## src/audio_rate_defs.vh

```
// constants for the audio serial rate control block
// assumes a 50 MHz ref_clk; included by bare name
`ifndef AUDIO_RATE_DEFS_VH
`define AUDIO_RATE_DEFS_VH
// apb register byte offsets
`define REG_CTRL        8'h00
`define REG_WATER       8'h04
`define REG_PKT         8'h08
`define REG_STATUS      8'h0c
`define REG_SOF_AVG     8'h10
`define REG_RATE        8'h14
`define REG_FIFO        8'h18
// ctrl fields
`define CTRL_EN_BIT     0
`define CTRL_IN_MODE    2:1
`define CTRL_OUT_MODE   4:3
`define CTRL_RESET      32'h0000_000d
// mode codes
`define MODE_ASYNC      2'h0
`define MODE_SYNC       2'h1
`define MODE_ADAPT      2'h2
// water marks reset: low 8, high 24
`define WATER_RESET     32'h0018_0008
// packet sizes reset (words): low 47, nominal 48, high 49
`define PKT_RESET       32'h0031_302f
// timing
`define CLK_HZ          50000000
`define FS_HZ           48000
`define SOF_PERIOD_NS   1000000
`define CLK_PERIOD_NS   20
`define SOF_CYCLES      (`SOF_PERIOD_NS / `CLK_PERIOD_NS)
// each carry toggles the bit clock, so carries run at 2*64*48 kHz: 2^24*6144000/50e6
`define BCLK_STEP_NOM   24'h1f7510
`define TRIM_STEP       24'h000040
`define SOF_AVG_LOG2    4
// fifo
`define FIFO_AW         6
`define FIFO_DEPTH      64
`endif

```

## src/sample_fifo.v

```verilog
// sample_fifo: 32-bit sample fifo with fill level
// assumes one clock; a push when full or a pop when empty is ignored
`timescale 1ns/1ps
`default_nettype none
`include "audio_rate_defs.vh"
module sample_fifo (
   input  wire                ref_clk,
   input  wire                nrst,
   input  wire                flush,
   input  wire                push,
   input  wire [31:0]         wdata,
   input  wire                pop,
   output wire [31:0]         rdata,
   output reg  [`FIFO_AW:0]   level_q,
   output wire                full,
   output wire                empty
);
   reg [31:0]         mem [0:`FIFO_DEPTH-1];
   reg [`FIFO_AW-1:0] wr_q;
   reg [`FIFO_AW-1:0] rd_q;
   wire               do_push = push & ~full;
   wire               do_pop  = pop & ~empty;

   assign full  = (level_q == `FIFO_DEPTH);
   assign empty = (level_q == {(`FIFO_AW+1){1'b0}});
   assign rdata = mem[rd_q];

   always @(posedge ref_clk) begin
      if (do_push)
         mem[wr_q] <= wdata;
   end

   always @(posedge ref_clk or negedge nrst) begin
      if (!nrst) begin
         wr_q    <= {`FIFO_AW{1'b0}};
         rd_q    <= {`FIFO_AW{1'b0}};
         level_q <= {(`FIFO_AW+1){1'b0}};
      end else if (flush) begin
         wr_q    <= {`FIFO_AW{1'b0}};
         rd_q    <= {`FIFO_AW{1'b0}};
         level_q <= {(`FIFO_AW+1){1'b0}};
      end else begin
         if (do_push)
            wr_q <= wr_q + 1'b1;
         if (do_pop)
            rd_q <= rd_q + 1'b1;
         if (do_push && !do_pop)
            level_q <= level_q + 1'b1;
         else if (do_pop && !do_push)
            level_q <= level_q - 1'b1;
      end
   end
endmodule
`default_nettype wire

```

## src/audio_rate_ctrl.v

```verilog
// audio_rate_ctrl: serial audio port with fifo water-mark rate control
// assumes apb master on ref_clk; codec is slave to our bit and word clocks
// How it works
// - port has serial in, serial out, bit, word, master clocks, mic detect
// - serial out only used for playback, serial in only for capture
// - asynchronous, synchronous and adaptive rate matching modes supported
// - async capture keeps sampling clock at nominal 48 kHz only while playback is async too
// - async capture writes codec samples into input fifo with water marks
// - per-frame packet size picked from three size registers by fill level
// - fill above high mark sends high packet size
// - fill below low mark sends low packet size
// - adaptive playback starts at 48 kHz, host data goes to output fifo
// - adaptive: output fill above high mark speeds up sampling clock
// - adaptive: fill between marks leaves sampling clock unchanged
// - adaptive: output fill below low mark slows sampling clock
// - synchronous mode locks audio clock to host frame markers
// - frame intervals averaged over long period to remove jitter
// - synchronous mode derives sampling clock from averaged frame period
//
// Design decisions made here: the APB interface to the registers and the register addresses.
`timescale 1ns/1ps
`default_nettype none
`include "audio_rate_defs.vh"
module audio_rate_ctrl (
   input  wire        ref_clk,
   input  wire        nrst,
   input  wire        psel,
   input  wire        penable,
   input  wire        pwrite,
   input  wire [7:0]  paddr,
   input  wire [31:0] pwdata,
   output reg  [31:0] prdata,
   output reg         pready,
   output reg         pslverr,
   input  wire        sof_pulse,
   input  wire        audio_serial_in,
   output reg         audio_serial_out,
   output reg         audio_bit_clock,
   output reg         audio_word_clock,
   output reg         audio_master_clock,
   input  wire        microphone_plug_detect,
   output reg  [15:0] in_packet_size,
   output reg         in_packet_valid
);
   reg  [31:0]        ctrl_q;
   reg  [15:0]        fifo_low_water_mark;
   reg  [15:0]        fifo_high_water_mark;
   reg  [15:0]        low_packet_size;
   reg  [15:0]        nominal_packet_size;
   reg  [15:0]        high_packet_size;
   reg  [23:0]        step_q;
   reg  [23:0]        phase_q;
   reg  [5:0]         bit_cnt_q;
   reg  [31:0]        rx_shift_q;
   reg  [31:0]        tx_shift_q;
   reg  [31:0]        sof_cnt_q;
   reg  [31:0]        sof_acc_q;
   reg  [31:0]        sof_avg_q;
   reg  [`SOF_AVG_LOG2-1:0] sof_n_q;
   reg                sof_valid_q;
   reg                mic_q;
   reg  [31:0]        out_wdata_q;
   reg                out_push_q;
   wire               enable    = ctrl_q[`CTRL_EN_BIT];
   wire [1:0]         in_mode   = ctrl_q[`CTRL_IN_MODE];
   wire [1:0]         out_mode  = ctrl_q[`CTRL_OUT_MODE];
   wire               apb_setup = psel & ~penable;
   wire               apb_wr    = psel & penable & pready & pwrite;
   wire [6:0]         in_level;
   wire [6:0]         out_level;
   wire               in_full;
   wire               in_empty;
   wire               out_full;
   wire               out_empty;
   wire [31:0]        out_rdata;
   wire [31:0]        in_rdata;
   wire [24:0]        phase_sum = {1'b0, phase_q} + {1'b0, step_q};
   wire               bclk_tick = phase_sum[24] & enable;
   wire               bclk_fall = bclk_tick & audio_bit_clock;
   wire               bclk_rise = bclk_tick & ~audio_bit_clock;
   wire               word_end  = bclk_fall & (bit_cnt_q == 6'h3f);
   wire               in_pop    = psel & penable & pready & ~pwrite
                                  & (paddr == `REG_FIFO);
   wire               sof_wrap  = sof_valid_q
                                  & (sof_n_q == {`SOF_AVG_LOG2{1'b1}});
   reg                unmapped;
   reg  [31:0]        rd_mux;
   reg  [23:0]        sync_step;

   sample_fifo in_fifo (
      .ref_clk (ref_clk),
      .nrst    (nrst),
      .flush   (~enable),
      .push    (word_end & ~in_full),
      .wdata   (rx_shift_q),
      .pop     (in_pop),
      .rdata   (in_rdata),
      .level_q (in_level),
      .full    (in_full),
      .empty   (in_empty)
   );

   // playback fifo fed from host writes
   sample_fifo out_fifo (
      .ref_clk (ref_clk),
      .nrst    (nrst),
      .flush   (~enable),
      .push    (out_push_q),
      .wdata   (out_wdata_q),
      .pop     (word_end),
      .rdata   (out_rdata),
      .level_q (out_level),
      .full    (out_full),
      .empty   (out_empty)
   );

   always @* begin
      unmapped = 1'b0;
      rd_mux   = 32'h0000_0000;
      case (paddr)
         `REG_CTRL:    rd_mux = ctrl_q;
         `REG_WATER:   rd_mux = {fifo_high_water_mark, fifo_low_water_mark};
         `REG_PKT:     rd_mux = {8'h00, high_packet_size[7:0],
                                 nominal_packet_size[7:0], low_packet_size[7:0]};
         `REG_STATUS:  rd_mux = {9'h000, out_level, 1'b0, in_level, 4'h0,
                                 sof_valid_q, out_full, in_empty, mic_q};
         `REG_SOF_AVG: rd_mux = sof_avg_q;
         `REG_RATE:    rd_mux = {8'h00, step_q};
         `REG_FIFO:    rd_mux = in_rdata;
         default:      unmapped = 1'b1;
      endcase
   end

   // apb slave: no wait states, answer registered
   always @(posedge ref_clk or negedge nrst) begin
      if (!nrst) begin
         pready  <= 1'b0;
         pslverr <= 1'b0;
         prdata  <= 32'h0000_0000;
      end else begin
         pready  <= apb_setup;
         pslverr <= apb_setup & unmapped;
         if (apb_setup && !pwrite)
            prdata <= rd_mux;
      end
   end

   always @(posedge ref_clk or negedge nrst) begin
      if (!nrst) begin
         ctrl_q               <= `CTRL_RESET;
         fifo_low_water_mark  <= 16'h0008;
         fifo_high_water_mark <= 16'h0018;
         low_packet_size      <= 16'h002f;
         nominal_packet_size  <= 16'h0030;
         high_packet_size     <= 16'h0031;
         out_push_q           <= 1'b0;
         out_wdata_q          <= 32'h0000_0000;
      end else begin
         out_push_q <= apb_wr & (paddr == `REG_FIFO) & ~out_full;
         if (apb_wr) begin
            case (paddr)
               `REG_CTRL: ctrl_q <= {27'h0000000, pwdata[4:0]};
               `REG_WATER: begin
                  fifo_low_water_mark  <= pwdata[15:0];
                  fifo_high_water_mark <= pwdata[31:16];
               end
               `REG_PKT: begin
                  low_packet_size     <= {8'h00, pwdata[7:0]};
                  nominal_packet_size <= {8'h00, pwdata[15:8]};
                  high_packet_size    <= {8'h00, pwdata[23:16]};
               end
               `REG_FIFO: out_wdata_q <= pwdata;
               default: ;
            endcase
         end
      end
   end

   // count frame intervals, average over 16 frames
   always @(posedge ref_clk or negedge nrst) begin
      if (!nrst) begin
         sof_cnt_q   <= 32'h0000_0000;
         sof_acc_q   <= 32'h0000_0000;
         sof_avg_q   <= `SOF_CYCLES;
         sof_n_q     <= {`SOF_AVG_LOG2{1'b0}};
         sof_valid_q <= 1'b0;
      end else if (sof_pulse) begin
         sof_cnt_q   <= 32'h0000_0001;
         sof_valid_q <= 1'b1;
         if (sof_valid_q) begin
            sof_n_q <= sof_n_q + 1'b1;
            if (sof_wrap) begin
               sof_avg_q <= (sof_acc_q + sof_cnt_q) >> `SOF_AVG_LOG2;
               sof_acc_q <= 32'h0000_0000;
            end else begin
               sof_acc_q <= sof_acc_q + sof_cnt_q;
            end
         end
      end else if (sof_cnt_q != 32'hffff_ffff) begin
         sof_cnt_q <= sof_cnt_q + 1'b1;
      end
   end

   // move nominal step by one TRIM_STEP when the averaged frame is off by more than 8 cycles
   always @* begin
      sync_step = `BCLK_STEP_NOM;
      if (sof_avg_q > (`SOF_CYCLES + 32'd8))
         sync_step = `BCLK_STEP_NOM - `TRIM_STEP;
      else if (sof_avg_q < (`SOF_CYCLES - 32'd8))
         sync_step = `BCLK_STEP_NOM + `TRIM_STEP;
   end

   // sampling clock step: adaptive updates once per frame, sync follows the 16-frame average
   always @(posedge ref_clk or negedge nrst) begin
      if (!nrst) begin
         step_q <= `BCLK_STEP_NOM;
      end else if (!enable) begin
         step_q <= `BCLK_STEP_NOM;
      end else if (out_mode == `MODE_SYNC || in_mode == `MODE_SYNC) begin
         step_q <= sync_step;
      end else if (out_mode == `MODE_ADAPT && sof_pulse) begin
         if ({9'h000, out_level} > fifo_high_water_mark)
            step_q <= step_q + `TRIM_STEP;
         else if ({9'h000, out_level} < fifo_low_water_mark)
            step_q <= step_q - `TRIM_STEP;
      end else if (out_mode != `MODE_ADAPT) begin
         step_q <= `BCLK_STEP_NOM;
      end
   end

   // packet size chosen on each frame marker
   always @(posedge ref_clk or negedge nrst) begin
      if (!nrst) begin
         in_packet_size  <= 16'h0000;
         in_packet_valid <= 1'b0;
      end else begin
         in_packet_valid <= sof_pulse & enable;
         if (sof_pulse) begin
            if ({9'h000, in_level} > fifo_high_water_mark)
               in_packet_size <= high_packet_size;
            else if ({9'h000, in_level} < fifo_low_water_mark)
               in_packet_size <= low_packet_size;
            else
               in_packet_size <= nominal_packet_size;
         end
      end
   end

   // clocks: bit clock 64 per word, master clock from phase bit 22
   always @(posedge ref_clk or negedge nrst) begin
      if (!nrst) begin
         phase_q            <= 24'h000000;
         audio_bit_clock    <= 1'b0;
         audio_word_clock   <= 1'b0;
         audio_master_clock <= 1'b0;
         bit_cnt_q          <= 6'h00;
         mic_q              <= 1'b0;
      end else begin
         mic_q              <= microphone_plug_detect;
         phase_q            <= phase_sum[23:0];
         audio_master_clock <= phase_q[22] & enable;
         if (bclk_tick)
            audio_bit_clock <= ~audio_bit_clock;
         if (bclk_fall) begin
            bit_cnt_q        <= bit_cnt_q + 1'b1;
            audio_word_clock <= bit_cnt_q[5] ^ (bit_cnt_q[4:0] == 5'h1f);
         end
      end
   end

   // capture on rising edge of bit clock, playback shifts on falling
   always @(posedge ref_clk or negedge nrst) begin
      if (!nrst) begin
         rx_shift_q       <= 32'h0000_0000;
         tx_shift_q       <= 32'h0000_0000;
         audio_serial_out <= 1'b0;
      end else begin
         if (bclk_rise && bit_cnt_q[4:0] < 5'h10)
            rx_shift_q <= {rx_shift_q[30:0], audio_serial_in};
         if (word_end)
            tx_shift_q <= out_empty ? 32'h0000_0000 : out_rdata;
         else if (bclk_fall && bit_cnt_q[4:0] == 5'h1f)
            tx_shift_q <= {tx_shift_q[15:0], 16'h0000};
         else if (bclk_fall)
            tx_shift_q <= {tx_shift_q[30:0], 1'b0};
         if (bclk_fall)
            audio_serial_out <= (out_mode == `MODE_ASYNC) ? 1'b0
                                : tx_shift_q[31];
      end
   end
endmodule
`default_nettype wire

```

## config.mk

```make
export PLATFORM = sky130hd
export DESIGN_NAME = audio_rate_ctrl
export DESIGN_NICKNAME = d
export VERILOG_FILES = /design/src/sample_fifo.v /design/src/audio_rate_ctrl.v
export VERILOG_INCLUDE_DIRS = /design/src
export SDC_FILE = /design/constraint.sdc
export NUM_CORES = 2
export LEC_CHECK = 0
export ABC_AREA = 1
export BUFFER_PORTS_ARGS = -buffer_cell sky130_fd_sc_hd__clkbuf_2
export CAP_MARGIN = 20
export CORE_MARGIN = 1.5
export CORE_UTILIZATION = 60
export DETAILED_ROUTE_END_ITERATION = 12
export MAX_ROUTING_LAYER = met4
export PLACE_DENSITY_LB_ADDON = 0.1
export SLEW_MARGIN = 10
export SYNTH_ARGS = -nofsm -noshare
export SYNTH_HDL_FRONTEND = slang
export SYNTH_SLANG_ARGS = --single-unit
```

## constraint.sdc

```tcl
create_clock -name ref_clk -period 5.4 [get_ports ref_clk]
set_clock_uncertainty 0.1 [all_clocks]
set_input_delay 1.62 -clock ref_clk [delete_from_list [all_inputs] [get_ports ref_clk]]
set_output_delay 1.62 -clock ref_clk [all_outputs]
set_load 0.02 [all_outputs]
```

==> metrics.txt <==
cell count after synthesis 14800; Worst EP required 5.87 ns; DIE AREA 309000 µm²; vias 123000; input/output buffers 94; HP Class register to register; Worst Setup Path Type register to register; row count 202; Distinct cells, synth 67; Setup Buffers After CTS 0; Setup WS pre-CTS 0.592 ns; FILL cells 21600; Setup WS post-layout 0.654 ns; Reg2Reg Setup Slack 0.65 ns; status finished, final reports clean; # hold bufs at CTS 0; Initial Util 60.4%; I/O Pins 103; slew margin rel. 10.2%; Final Setup Violations 0; HP Start phase_q[3]; Area growth syn-to-layout 11.0%; max-cap viol count 0; crit path max fanout 32; warnings from Yosys 0; CORE AREA 303000 µm²; DP Wirelength 320 mm; Fmax 0.211 GHz; Buf/Inv on CP 0; gr usage total 36.5%; worst vdd rail ir drop 0.299 mV; Final Hold Viols 0; crit path max-delay cell type nor2_4; Synth top area share 67.1%; Final ANT Viol Nets 0; CP arrival 5.22 ns; Tcrit/Tclk final 87.9%; reg-to-reg critical path endpoint in_fifo.mem[20][7]; # nets final 15000; minimum clock period 4.75 ns; clk slew on worst S/H paths 0.06 ns; initial antenna violation count 18; CTS tree yes; Worst-Margin Slew 1.35 ns; average routed wire per standard cell 28.8 µm; #FFs+latches synth 4485; Cell Area, Synth 183000 µm²; crit path cell chain ha_1, nand2_1, nor2_1, nand2_1, nor2_1, nand2_1, nand3_2, nand3_4, nor2_4, nand2_4, nor2_4, nand3_2, nor2_4; EDFF count, synth 4096; GRT overflow 0; vias in the first global route 116000; RePlAce Congestion 0.962; cts bufs inserted 444; most frequent cells in the layout edfxtp_1 (4096), nand2_1 (2233), nor2_1 (1765); htree depth 5; Synth Flop Type edfxtp_1; WHS Path Cells 0; number of cells on the worst reg-to-reg path 13; commonest non-fill, non-tap cell in the layout edfxtp_1; synth top area cells edfxtp_1 (67%), dfrtp_1 (4.9%), o21ai_0 (4.7%), nand2_1 (4.6%), nor2_1 (3.9%); largest net degree at the start of global routing 164; RSZ-0062 raised after global routing false; Vias/cell 6.40; WHS Endpoint phase_q[3]; critical path's largest stage delay 1.04 ns; Core Util, Final 67.0%; setup tns final 0 ns; sequential standard cell area 133000 µm²; delay-heaviest family, CP simple AND/OR/NAND/NOR gates; post-CTS sizing 0; Post-synth ARST share 8.67%; first-pass GRT wire length 794 mm; fin. max-slew vios 0; Max clock buf depth 4; pwr dens 340 nW/µm²; leak pwr 0.0652 µW; CTS Sinks 4485; CTS Root Cell clkbuf_16; layout cell share with drive strength beyond 1 9.28%; R2R Path Start step_q[21]; area leader, netlist edfxtp_1; area of the multi-input gates 45500 µm²; crit path capture type register; Die Wd 556 µm; Seq/Total Area, Yosys 72.5%; DR pass1 iterations 9; Die Y 556 µm; Post-Route WL 552 mm; Startpoint Class register; Post-route DRC 0; clk_lat worst skew 0.99 ns; initial DRC count 16400; syn avg cell area 12.4 µm²
==> cells by family after synthesis <==
group                      after synthesis  synth area share, %
muxes                                  193                 1.05
and+or+nand+nor                       5088                 11.3
DFF                                   4485                 72.5
buffers and inverters                 1353                 3.20
AOI/OAI and AO/OA                     3492                 10.8
xor gates and xnor gates                68                0.325
other                                    1              0.00205
adders and majority gates              117                0.816
==> worst max-delay path by stage <==
stage | cells past startpoint | slack (ns) | start | end
after global routing | 13 | 0.49 | step_q[21] | in_fifo.mem[20][24]
after global placement | 16 | 0.40 | paddr[1] | in_fifo.level_q[6]
final | 13 | 0.65 | step_q[21] | in_fifo.mem[20][7]
after CTS | 13 | 0.72 | step_q[21] | in_fifo.mem[20][7]
after detailed placement | 16 | 0.59 | paddr[1] | in_fifo.level_q[6]
after floorplan | 6 | 0.91 | out_fifo.level_q[2] | out_fifo.mem[47][0]
==> routing by layer <==
layer	share of wire, %	wire (µm)	vias to the layer above	track usage, %
li1	-	-	53800	-
met1	38	210000	60800	48.8
met2	46	254000	6884	54.5
met3	10	55600	1105	6.15
met4	5.9	32800	0	18.4
met5	0	0	-	-
==> registers in the layout, summed over array words and instances, names as in the netlist, 28 cells and up <==
signal,count
in_fifo.mem,2048
out_fifo.mem,2048
out_wdata_q,32
prdata,32
rx_shift_q,32
sof_acc_q,32
sof_avg_q,28
sof_cnt_q,32
tx_shift_q,32
==> cells in the mapped netlist, types with 272 or more instances <==
cell type and n:
buf_2 272, nor2_1 1892, inv_1 415, o21ai_0 1702, nand3_1 731, edfxtp_1 4096
clkbuf_1 481, o22ai_1 508, o211ai_1 375, nand2_1 2235, dfrtp_1 356, a21oi_1 568
==> area by class of cell <==
cell class	count	share of cell area (%)
inverters	431	0.832
clock buffers	557	5.80
flip-flops and latches	4485	65.4
repair buffers	468	2.00
multi-input cells	8967	22.4
well taps	3978	2.45
clock inverters	265	1.12
diodes	6	0.00738
==> report_power, final <==
group | switching (µW) | internal (µW) | total, µW
Sequential | 165 | 37600 | 37800
Combinational | 855 | 439 | 1290
Clock | 13200 | 16900 | 30100
==> through the flow <==
step | hold WS, ns | std cells | area [µm²] | total power, µW
after CTS | 0.283 | 19100 | 203000 | 69300
after detailed placement | 0.269 | 18300 | 189000 | 39800
after floorplan | 0.329 | 14800 | 183000 | 39300
final | 0.282 | 19200 | 203000 | 69200
after global routing | 0.318 | 19200 | 203000 | 70900
after global placement | 0.272 | 18300 | 189000 | 39800
No activity file was read; power rests on OpenSTA's default activity.
